## src/rtl/adcc_defines.vh

```
// constants for the converter control block
`ifndef ADCC_DEFINES_VH
`define ADCC_DEFINES_VH
`define ADCC_OFF_SCR 5'h00
`define ADCC_OFF_RH 5'h04
`define ADCC_OFF_RL 5'h08
`define ADCC_OFF_CLK 5'h0C
`define ADCC_OFF_PORT_OUT 5'h10
`define ADCC_OFF_PORT_DIR 5'h14
`define ADCC_OFF_PORT_IN 5'h18
`define ADCC_SCR_DONE 7
`define ADCC_SCR_IEN 6
`define ADCC_SCR_CONT 5
`define ADCC_CLK_SRC 4
`define ADCC_CLK_MODE_HI 3
`define ADCC_CLK_MODE_LO 2
`define ADCC_CLK_DIV_HI 7
`define ADCC_CLK_DIV_LO 5
`define ADCC_CH_RESET 5'h1F
`define ADCC_CH_OFF 5'h1F
`define ADCC_CH_REFH 5'h1D
`define ADCC_CH_REFL 5'h1E
`define ADCC_CLK_RESET 8'h00
`define ADCC_MODE_LEFT 2'h0
`define ADCC_MODE_RIGHT 2'h1
`define ADCC_MODE_SIGNED 2'h2
`define ADCC_MODE_TRUNC 2'h3
`define ADCC_CONV_CYCLES 5'h11
`define ADCC_FULL_SCALE 10'h3FF
`define ADCC_ZERO_SCALE 10'h000
`endif

```

## src/rtl/adcc_control.v

```verilog
// converter control: registers, pin takeover, sequencing and result formatting
//
// Notes on behaviour
// - selected channel pin is forced to analog input, off port logic
// - unselected pins stay ordinary port I/O
// - port output and direction writes do not affect the selected pin
// - reading the selected pin's port bit returns zero
// - result is 3FF at upper reference, 000 at lower, linear between
// - conversion starts on control write, ends 18 conversion clocks later, 17 per continuous repeat
// - continuous mode overwrites results and runs until continuous bit cleared
// - without interrupt enable, done flag set per conversion until result read
// - single mode does one conversion per control write
// - four result formats chosen by two-bit mode in clock register
// - left mode: 8 high bits high, 2 low bits low; read low after high
// - right mode: top 2 bits high, low 8 bits low
// - signed left mode inverts top result bit
// - truncation: top 8 bits in low register, no interlock
// - interrupt enable raises interrupt per conversion, done flag unused
// - converter runs in wait mode; interrupt can wake processor
// - stop aborts conversion; after stop first cycle only stabilises
// - five-bit channel field: 0-7 pins, refs high codes, all ones off
// - with interrupt enable, done flag never set, reads zero
// - interrupt cleared on result read or control write
// - high read freezes low until read; results in between dropped
`timescale 1ns/1ps
`include "adcc_defines.vh"
module adcc_control #(
  parameter NPINS = 8,
  parameter RES_W = 10
) (
  input wire mclk,
  input wire reset,
  input wire [4:0] avs_address,
  input wire avs_read,
  input wire avs_write,
  input wire [31:0] avs_writedata,
  input wire [3:0] avs_byteenable,
  output reg [31:0] avs_readdata,
  output reg avs_waitrequest,
  input wire osc_clk_en,
  input wire stop_mode,
  input wire [NPINS-1:0] port_pin_in,
  output reg [NPINS-1:0] port_pin_out,
  output reg [NPINS-1:0] port_pin_oe,
  output reg [4:0] channel_select,
  output reg sample_hold,
  output reg [RES_W-1:0] sar_trial,
  input wire sar_compare_hi,
  output reg converter_power_on,
  output reg conv_irq
);
  localparam ST_IDLE = 2'h0;
  localparam ST_STAB = 2'h1;
  localparam ST_CONV = 2'h2;
  reg [1:0] state_q;
  reg cont_q;
  reg ien_q;
  reg done_q;
  reg ack_q;
  reg stopped_q;
  reg [7:0] clkcfg_q;
  reg [NPINS-1:0] pout_q;
  reg [NPINS-1:0] pdir_q;
  reg [RES_W-1:0] sar_q;
  reg [4:0] step_q;
  reg [4:0] div_q;
  reg [7:0] rh_q;
  reg [7:0] rl_q;
  reg frozen_q;
  reg [4:0] divmax;
  wire [1:0] jmode = clkcfg_q[`ADCC_CLK_MODE_HI:`ADCC_CLK_MODE_LO];
  wire acc = (avs_read | avs_write) & ~ack_q;
  wire wr = avs_write & acc;
  wire rd = avs_read & acc;
  wire scr_wr = wr & (avs_address == `ADCC_OFF_SCR) & avs_byteenable[0];
  wire rh_rd = rd & (avs_address == `ADCC_OFF_RH);
  wire rl_rd = rd & (avs_address == `ADCC_OFF_RL);
  wire pwr_off = (channel_select == `ADCC_CH_OFF);
  wire src_en = clkcfg_q[`ADCC_CLK_SRC] | osc_clk_en;
  wire ctick = src_en & (div_q == divmax);
  wire last_step = (step_q == `ADCC_CONV_CYCLES - 5'h1);
  wire [RES_W-1:0] bitmask = {{(RES_W-1){1'b0}}, 1'b1} << (5'd9 - step_q[3:0]);
  wire [RES_W-1:0] final_res = sar_compare_hi ? sar_q : (sar_q & ~bitmask);
  wire [NPINS-1:0] sel_mask = (channel_select[4:3] == 2'b00) ?
    ({{(NPINS-1){1'b0}}, 1'b1} << channel_select[2:0]) : {NPINS{1'b0}};
  wire [4:0] chan_d = scr_wr ? avs_writedata[4:0] : channel_select;
  wire [NPINS-1:0] sel_next = (chan_d[4:3] == 2'b00) ?
    ({{(NPINS-1){1'b0}}, 1'b1} << chan_d[2:0]) : {NPINS{1'b0}};
  wire [NPINS-1:0] pin_out_d;
  wire [NPINS-1:0] pin_oe_d;
  wire [NPINS-1:0] pin_rd;
  wire complete = (state_q == ST_CONV) & ctick & last_step & ~stop_mode & ~scr_wr;
  wire hold_res = (frozen_q | rh_rd) & (jmode != `ADCC_MODE_TRUNC);
  reg [7:0] new_rh;
  reg [7:0] new_rl;
  reg [31:0] rdata;

  // prescale ratio per divider code
  always @*
  begin
    case (clkcfg_q[`ADCC_CLK_DIV_HI:`ADCC_CLK_DIV_LO])
      3'h0: divmax = 5'h00;
      3'h1: divmax = 5'h01;
      3'h2: divmax = 5'h03;
      3'h3: divmax = 5'h07;
      default: divmax = 5'h0F;
    endcase
  end

  // result formatting
  always @*
  begin
    new_rh = 8'h00;
    new_rl = 8'h00;
    case (jmode)
      `ADCC_MODE_LEFT:
      begin
        new_rh = final_res[9:2];
        new_rl = {final_res[1:0], 6'h00};
      end
      `ADCC_MODE_RIGHT:
      begin
        new_rh = {6'h00, final_res[9:8]};
        new_rl = final_res[7:0];
      end
      `ADCC_MODE_SIGNED:
      begin
        new_rh = {~final_res[9], final_res[8:2]};
        new_rl = {final_res[1:0], 6'h00};
      end
      default:
      begin
        new_rl = final_res[9:2];
      end
    endcase
  end

  always @*
  begin
    rdata = 32'h0000_0000;
    if (avs_address == `ADCC_OFF_SCR)
      rdata[7:0] = {done_q & ~ien_q, ien_q, cont_q, channel_select};
    else if (avs_address == `ADCC_OFF_RH)
      rdata[7:0] = rh_q;
    else if (avs_address == `ADCC_OFF_RL)
      rdata[7:0] = rl_q;
    else if (avs_address == `ADCC_OFF_CLK)
      rdata[7:0] = clkcfg_q;
    else if (avs_address == `ADCC_OFF_PORT_OUT)
      rdata[NPINS-1:0] = pout_q;
    else if (avs_address == `ADCC_OFF_PORT_DIR)
      rdata[NPINS-1:0] = pdir_q;
    else if (avs_address == `ADCC_OFF_PORT_IN)
      rdata[NPINS-1:0] = pin_rd;
  end

  // bus slave: one wait cycle, answer on the second
  always @(posedge mclk)
  begin
    if (reset)
    begin
      ack_q <= 1'b0;
      avs_waitrequest <= 1'b1;
      avs_readdata <= 32'h0000_0000;
    end
    else
    begin
      ack_q <= acc;
      avs_waitrequest <= ~acc;
      if (rd)
        avs_readdata <= rdata;
    end
  end

  // registers written by software
  always @(posedge mclk)
  begin
    if (reset)
    begin
      cont_q <= 1'b0;
      ien_q <= 1'b0;
      channel_select <= `ADCC_CH_RESET;
      clkcfg_q <= `ADCC_CLK_RESET;
      pout_q <= {NPINS{1'b0}};
      pdir_q <= {NPINS{1'b0}};
    end
    else if (wr & avs_byteenable[0])
    begin
      if (avs_address == `ADCC_OFF_SCR)
      begin
        ien_q <= avs_writedata[`ADCC_SCR_IEN];
        cont_q <= avs_writedata[`ADCC_SCR_CONT];
        channel_select <= avs_writedata[4:0];
      end
      else if (avs_address == `ADCC_OFF_CLK)
        clkcfg_q <= avs_writedata[7:0];
      else if (avs_address == `ADCC_OFF_PORT_OUT)
        pout_q <= avs_writedata[NPINS-1:0];
      else if (avs_address == `ADCC_OFF_PORT_DIR)
        pdir_q <= avs_writedata[NPINS-1:0];
    end
  end

  // pin takeover, one slice per shared pin
  genvar gi;
  generate
    for (gi = 0; gi < NPINS; gi = gi + 1)
    begin : g_pin
      assign pin_out_d[gi] = pout_q[gi] & ~sel_next[gi];
      assign pin_oe_d[gi] = pdir_q[gi] & ~sel_next[gi];
      assign pin_rd[gi] = port_pin_in[gi] & ~sel_mask[gi];
    end
  endgenerate

  always @(posedge mclk)
  begin
    if (reset)
    begin
      port_pin_out <= {NPINS{1'b0}};
      port_pin_oe <= {NPINS{1'b0}};
    end
    else
    begin
      port_pin_out <= pin_out_d;
      port_pin_oe <= pin_oe_d;
    end
  end

  // conversion sequencer
  always @(posedge mclk)
  begin
    if (reset)
    begin
      state_q <= ST_IDLE;
      div_q <= 5'h00;
      step_q <= 5'h00;
      sar_q <= {RES_W{1'b0}};
      stopped_q <= 1'b0;
      sample_hold <= 1'b0;
      sar_trial <= {RES_W{1'b0}};
      converter_power_on <= 1'b0;
    end
    else
    begin
      converter_power_on <= ~pwr_off & ~stop_mode;
      if (src_en)
        div_q <= ctick ? 5'h00 : div_q + 5'h01;
      if (stop_mode)
      begin
        state_q <= ST_IDLE;
        sample_hold <= 1'b0;
        if (state_q != ST_IDLE || cont_q)
          stopped_q <= 1'b1;
      end
      else if (scr_wr)
      begin
        state_q <= (avs_writedata[4:0] == `ADCC_CH_OFF) ? ST_IDLE : ST_STAB;
        div_q <= 5'h00;
        step_q <= 5'h00;
        sample_hold <= 1'b0;
      end
      else if (stopped_q)
      begin
        stopped_q <= 1'b0;
        state_q <= pwr_off ? ST_IDLE : ST_STAB;
        div_q <= 5'h00;
      end
      else
      begin
        case (state_q)
          ST_STAB:
            if (ctick)
            begin
              state_q <= ST_CONV;
              step_q <= 5'h00;
              sar_q <= {1'b1, {(RES_W-1){1'b0}}};
              sar_trial <= {1'b1, {(RES_W-1){1'b0}}};
              sample_hold <= 1'b1;
            end
          ST_CONV:
            if (ctick)
            begin
              step_q <= step_q + 5'h01;
              if (step_q == 5'h00)
                sample_hold <= 1'b0;
              if (step_q < 5'h0A)
              begin
                sar_q <= final_res | (bitmask >> 1);
                sar_trial <= final_res | (bitmask >> 1);
              end
              if (last_step)
              begin
                step_q <= 5'h00;
                state_q <= (cont_q & ~pwr_off) ? ST_CONV : ST_IDLE;
                sar_q <= {1'b1, {(RES_W-1){1'b0}}};
                sar_trial <= {1'b1, {(RES_W-1){1'b0}}};
                sample_hold <= cont_q;
              end
            end
          default:
            state_q <= ST_IDLE;
        endcase
      end
    end
  end

  // result registers, done flag and interrupt
  always @(posedge mclk)
  begin
    if (reset)
    begin
      rh_q <= 8'h00;
      rl_q <= 8'h00;
      frozen_q <= 1'b0;
      done_q <= 1'b0;
      conv_irq <= 1'b0;
    end
    else
    begin
      if (rh_rd && jmode != `ADCC_MODE_TRUNC)
        frozen_q <= 1'b1;
      else if (rl_rd || jmode == `ADCC_MODE_TRUNC)
        frozen_q <= 1'b0;
      if (complete && !hold_res)
      begin
        rh_q <= new_rh;
        rl_q <= new_rl;
      end
      if (complete & ~ien_q)
        done_q <= 1'b1;
      else if (rh_rd | rl_rd | ien_q)
        done_q <= 1'b0;
      if (complete & ien_q)
        conv_irq <= 1'b1;
      else if (rh_rd | rl_rd | scr_wr)
        conv_irq <= 1'b0;
    end
  end
endmodule // adcc_control

```

## config.mk

```make
export PLATFORM = sky130hd
export DESIGN_NAME = adcc_control
export DESIGN_NICKNAME = d
export VERILOG_FILES = /design/src/rtl/adcc_control.v
export VERILOG_INCLUDE_DIRS = /design/src /design/src/rtl
export SDC_FILE = /design/constraint.sdc
export NUM_CORES = 1
export LEC_CHECK = 0
export ABC_CLOCK_PERIOD_IN_PS = 5760
export BUFFER_PORTS_ARGS = -buffer_cell sky130_fd_sc_hd__buf_2
export CELL_PAD_IN_SITES_DETAIL_PLACEMENT = 1
export CELL_PAD_IN_SITES_GLOBAL_PLACEMENT = 1
export CORE_MARGIN = 2
export CORE_UTILIZATION = 43
export CTS_BUF_LIST = sky130_fd_sc_hd__clkbuf_4 sky130_fd_sc_hd__clkbuf_8 sky130_fd_sc_hd__clkbuf_16
export CTS_CLUSTER_DIAMETER = 200
export CTS_CLUSTER_SIZE = 20
export DETAILED_ROUTE_END_ITERATION = 6
export PLACE_DENSITY = 0.93
export SLEW_MARGIN = 5
export SYNTH_ARGS = -nofsm -noshare
export SYNTH_HDL_FRONTEND = slang
export SYNTH_SLANG_ARGS = --single-unit
```

## constraint.sdc

```tcl
create_clock -name mclk -period 5.76 [get_ports mclk]
set_input_delay 0.288 -clock mclk [delete_from_list [all_inputs] [get_ports mclk]]
set_output_delay 0.288 -clock mclk [all_outputs]
set_load 0.05 [all_outputs]
```

# Yosys cells after proc, flatten, opt, wreduce, memory -nomap -nowiden
# Cells that the tools add are included.
[totals]
reg_bits = 101
inputBits = 56
output_inout_bits = 67
elab_cells = 222
[classes]
addsub = 3
magnitude_cmp = 1
n_eq_ne = 31
shift = 3
mux = 53
bitwise_logic = 79
reduce_logical = 29
[op_table]
columns = ["op", "count"]
rows = [
  ["$mux 8", 9],
  ["$mux 5", 11],
  ["$mux 10", 5],
  ["$and 1x1->1", 43],
  ["$eq 5x5->1 const B", 6],
  ["$not 1->1", 27],
  ["$pmux 8 s3", 1],
  ["$pmux 10 s2", 1],
  ["$pmux 4 s4", 1],
  ["$pmux 8 s2", 1],
  ["$shl 1x3->8 const A", 2],
  ["$mux 1", 15],
  ["$reduce_and 5->1", 3],
  ["$mux 2", 6],
  ["$ne 4x4->1 const B", 3],
  ["$add 5x1->5 const B", 2],
  ["$and 10x10->10", 1],
  ["$eq 5x4->1 const B", 2],
  ["$logic_not 5->1", 2],
  ["$not 10->10", 1],
  ["$or 10x9->10", 1],
  ["$pmux 5 s2", 1],
  ["$reduce_bool 2->1", 5],
  ["$shl 1x5->10 const A", 1],
  ["27 further kinds", 49],
]

# Logic depth before layout (Yosys ltp)
[depth]
depth_word = 11
ltp_mapped = 10

# Least setup slack after synthesis
# Ideal clock, no wire load.
[synth_timing]
kind = "reg2reg"
from = "reg step_q[1]"
to = "reg rh_q[0]"
setup_ps = 128
t_arrival_ps = 2033
slack_ps = 3599
stages_incl_launch_ff = 9
period_less_slack_ps = 2161
cell_sequence = "dfxtp_1 -> inv_1 -> ha_1 -> clkbuf_1 -> or3b_2 -> o21ai_0 -> o22ai_1 -> mux2i_1 -> nor2_1"
[synth_between]
elab_chain_len = 6
elab_cells_between_ends = 11
[synth_lines]
columns = ["element", "line", "source"]
rows = [
  ["start, declared", "adcc_control.v:65", "reg [4:0] step_q;"],
  ["start signal, assigned", "adcc_control.v:283", "step_q <= step_q + 5'h01;"],
  ["$sub 4x4->5", "adcc_control.v:82", "wire [RES_W-1:0] bitmask = {{(RES_W-1){1'b0}}, 1'b1} << (5'd9 - step_q[3:0]);"],
  ["$shl 1x5->10", "adcc_control.v:82", ""],
  ["$not 10->10", "adcc_control.v:83", "wire [RES_W-1:0] final_res = sar_compare_hi ? sar_q : (sar_q & ~bitmask);"],
  ["$and 10x10->10", "adcc_control.v:83", ""],
  ["$mux 10", "adcc_control.v:83", ""],
  ["$pmux 8 s3", "adcc_control.v:115", "case (jmode)"],
  ["end signal, assigned", "adcc_control.v:326", "rh_q <= new_rh;"],
  ["end, declared", "adcc_control.v:67", "reg [7:0] rh_q;"],
]
# Parallel ways exist; a longest one is shown, timed or not.
# A chain may end at the register's enable or synchronous reset.

# Worst setup path in the final report
[layout_timing]
from = "reg step_q[1]"
to = "reg rh_q[5]"
# Same word-level chain as after synthesis.

==> run summary <==
First-pass GRT wire length: 26.4 mm
Congestion Overflow GR: 0
Syn avg cell area: 8.06 sq um
PostCTS Resize Cnt: 0
IO Count: 123
Clock transition at path regs: 0.07 ns
Yosys cell types: 62
Most used DFF post-synth: dfxtp_1
Pleak: 2.36 nW
Share of synthesized registers carrying an async set or reset: 0%
Fill count: 1,499
Synth top area share: 37.7%
CP required: 6.03 ns
Largest net degree at the start of global routing: 90
DRT Pass-1 Iters: 5
CTS Buffer Depth: 2
Vias in the first global route: 5,174
Final wirelength: 16.5 mm
RSZ-0062 raised after global routing: false
Clock Skew: 0.0109 ns
Gpl congestion: 0.921
Yosys warns: 0
Synth Instances: 666
GRT Total Usage: 25.1%
Worst-Skew Late Latency: 0.36 ns
Crit end category: flip-flop
Synth Cell Area: 5370 sq um
TNS Setup: 0 ns
Hold_buf cts: 0
Drc violations: 0
Hold WC Path Type: primary input to flip-flop
Num CTS Buffers: 9
Vias: 5,064
Top Layer Used: met4
Ratio of cells with drive above 1 in the final layout: 14.6%
Htree depth: 3
DIE AREA: 13,400 sq um
Fin cells: 886
Tot Pwr: 1.48 mW
Synth area leaders: dfxtp_1 38%, nand2_1 6.6%, mux2i_1 6.3%
DR WL met2: 8.18 mm
Most frequent cells in the layout: 101 x dfxtp_1, 95 x nand2_1, 71 x buf_2
Crit path DAT: 3.23 ns
Final Hold Fails: 0
Met1 WL: 7.07 mm
Cell count after placement: 870
Fin. max-slew vios: 0
Number of post-CTS setup repair buffers: 0
Rows: 40
Max-cap violations: 0
Dominant cell type by area after synthesis: dfxtp_1
Seq cells post-synth: 101
Antenna Cells: 0
PortBufs: 71
Clk sinks: 101
P&R area growth vs syn: 12.0%
Initial antenna violation count: 0
Die Width: 116 um
Die height: 116 um
Commonest non-fill, non-tap cell in the layout: dfxtp_1
Nature of the critical path startpoint: flip-flop
DR iter-0 viols: 349
Fmax: 0.338 GHz
Status: finished clean
Via density: 5.72
Relative slew slack: 38.5%
Final min period: 2.96 ns
Post-DRT Antenna Nets: 0
Worst-Margin Slew: 0.922 ns
Layout Nets: 779
Hold Path Depth: 2
WS Path Type: flip-flop to flip-flop
Initial core utilization: 44.3%
Root buffer cell: clkbuf_16
Core area: 12,100 sq um
Largest fanout on the critical path: 22
Drt wl/cell: 18.7 um
Number of synthesized flops with an enable pin: 0
Pwr Density: 247 nW/um^2
VDD IR max: 0.000158 V
Register area: 2020 sq um
Final worst path period share: 51.4%
# setup viols final: 0
Seq/Total Area, Yosys: 37.7%
CTS tree: done
Multi-input gate area: 3040 sq um
Dpl hpwl: 11.8 mm
WHS: 0.195 ns
Worst Reg2Reg Path Length in Cells: 8
Met3 Wirelength: 747 um
[worst max-delay path, cell delays in order (launching register included)]
cell	delay [ns]
dfxtp_1	0.39
inv_1	0.14
ha_1	0.28
and4bb_2	0.30
nand2_1	0.07
nor3_1	0.24
nand4_1	0.68
or3_1	0.61
a21oi_1	0.16
[layer usage]
| layer | GRT usage (%) | up-vias |
|---|---|---|
| li1 | - | 2383 |
| met1 | 30.5 | 2487 |
| met2 | 43.4 | 148 |
| met3 | 5.02 | 46 |
| met4 | 10.3 | 0 |
| met5 | 0 | - |
[per-stage QoR]
| step | area (sq um) | util [%] | worst slack, ns |
|---|---|---|---|
| 2_1_floorplan | 5460 | - | 3.60 |
| 3_3_place_gp | 5700 | 47.0 | 2.82 |
| 3_5_place_dp | 5700 | 47.0 | 2.79 |
| 4_1_cts | 6020 | 49.7 | 2.81 |
| 5_1_grt | 6020 | 49.7 | 2.51 |
| 6_report | 6020 | 49.7 | 2.80 |
[cell usage after synthesis (3+ instances only)]
cell / instances
xor2_1: 4
nor2b_1: 8
buf_4: 28
a21o_1: 5
clkbuf_1: 25
nand4_1: 4
ha_1: 10
a211o_1: 5
buf_2: 3
or2_2: 3
mux2i_1: 34
o22ai_1: 3
inv_1: 17
a221oi_1: 3
nand3b_1: 8
and3_1: 4
and2_1: 18
a2111oi_0: 3
or4_1: 4
buf_1: 3
a22oi_1: 3
nor2_1: 63
dfxtp_1: 101
nand3_1: 28
o31ai_1: 6
o21ai_0: 32
nand2b_1: 13
nor3_1: 17
nand2_1: 95
a21oi_1: 57
or3_1: 12
a32oi_1: 4
a222oi_1: 3
[flip-flops by register name, indices dropped and copies added (netlist names), 8 cells and up]
name and flops:
pdir_q 8, avs_readdata 8, rh_q 8, clkcfg_q 8, pout_q 8, port_pin_oe 8, rl_q 8, port_pin_out 8
sar_q 10
[area by class of cell]
type | count | share of cell area [%]
Sequential cell | 101 | 33.6
Timing Repair Buffer | 72 | 6.03
Multi-Input combinational cell | 512 | 50.5
Tap cell | 168 | 3.49
Clock inverter | 5 | 1.08
Inverter | 17 | 1.06
Clock buffer | 11 | 4.20
[final timing paths]
path	start	endpoint	slack, ns
worst max-delay path	step_q[1]	rh_q[5]	2.80
worst min register to register	rl_q[4]	rl_q[4]	0.46
worst max register to register	step_q[1]	rh_q[5]	2.80
worst min-delay path	avs_write	ack_q	0.20
[where the power goes]
part           internal (mW)  switching (mW)  total (mW)
clock network          0.365           0.279       0.645
registers              0.702         0.00439       0.706
logic                 0.0283           0.104       0.132
total                   1.10           0.388        1.48
[kinds of logic (layout without fill, tap and decap cells)]
logic type / count (synthesis) / after routing / synth area share [%]
simple gates: 293 / 293 / 27.2
compound gates: 145 / 145 / 17.9
flops: 101 / 101 / 37.7
buf+inv: 76 / 105 / 7.34
mux: 35 / 35 / 6.76
fa+ha+maj: 10 / 10 / 2.33
xor+xnor: 5 / 5 / 0.816
other cells: 1 / 24 / 0.0698
Note: power is estimated with default switching activity, not from simulation.
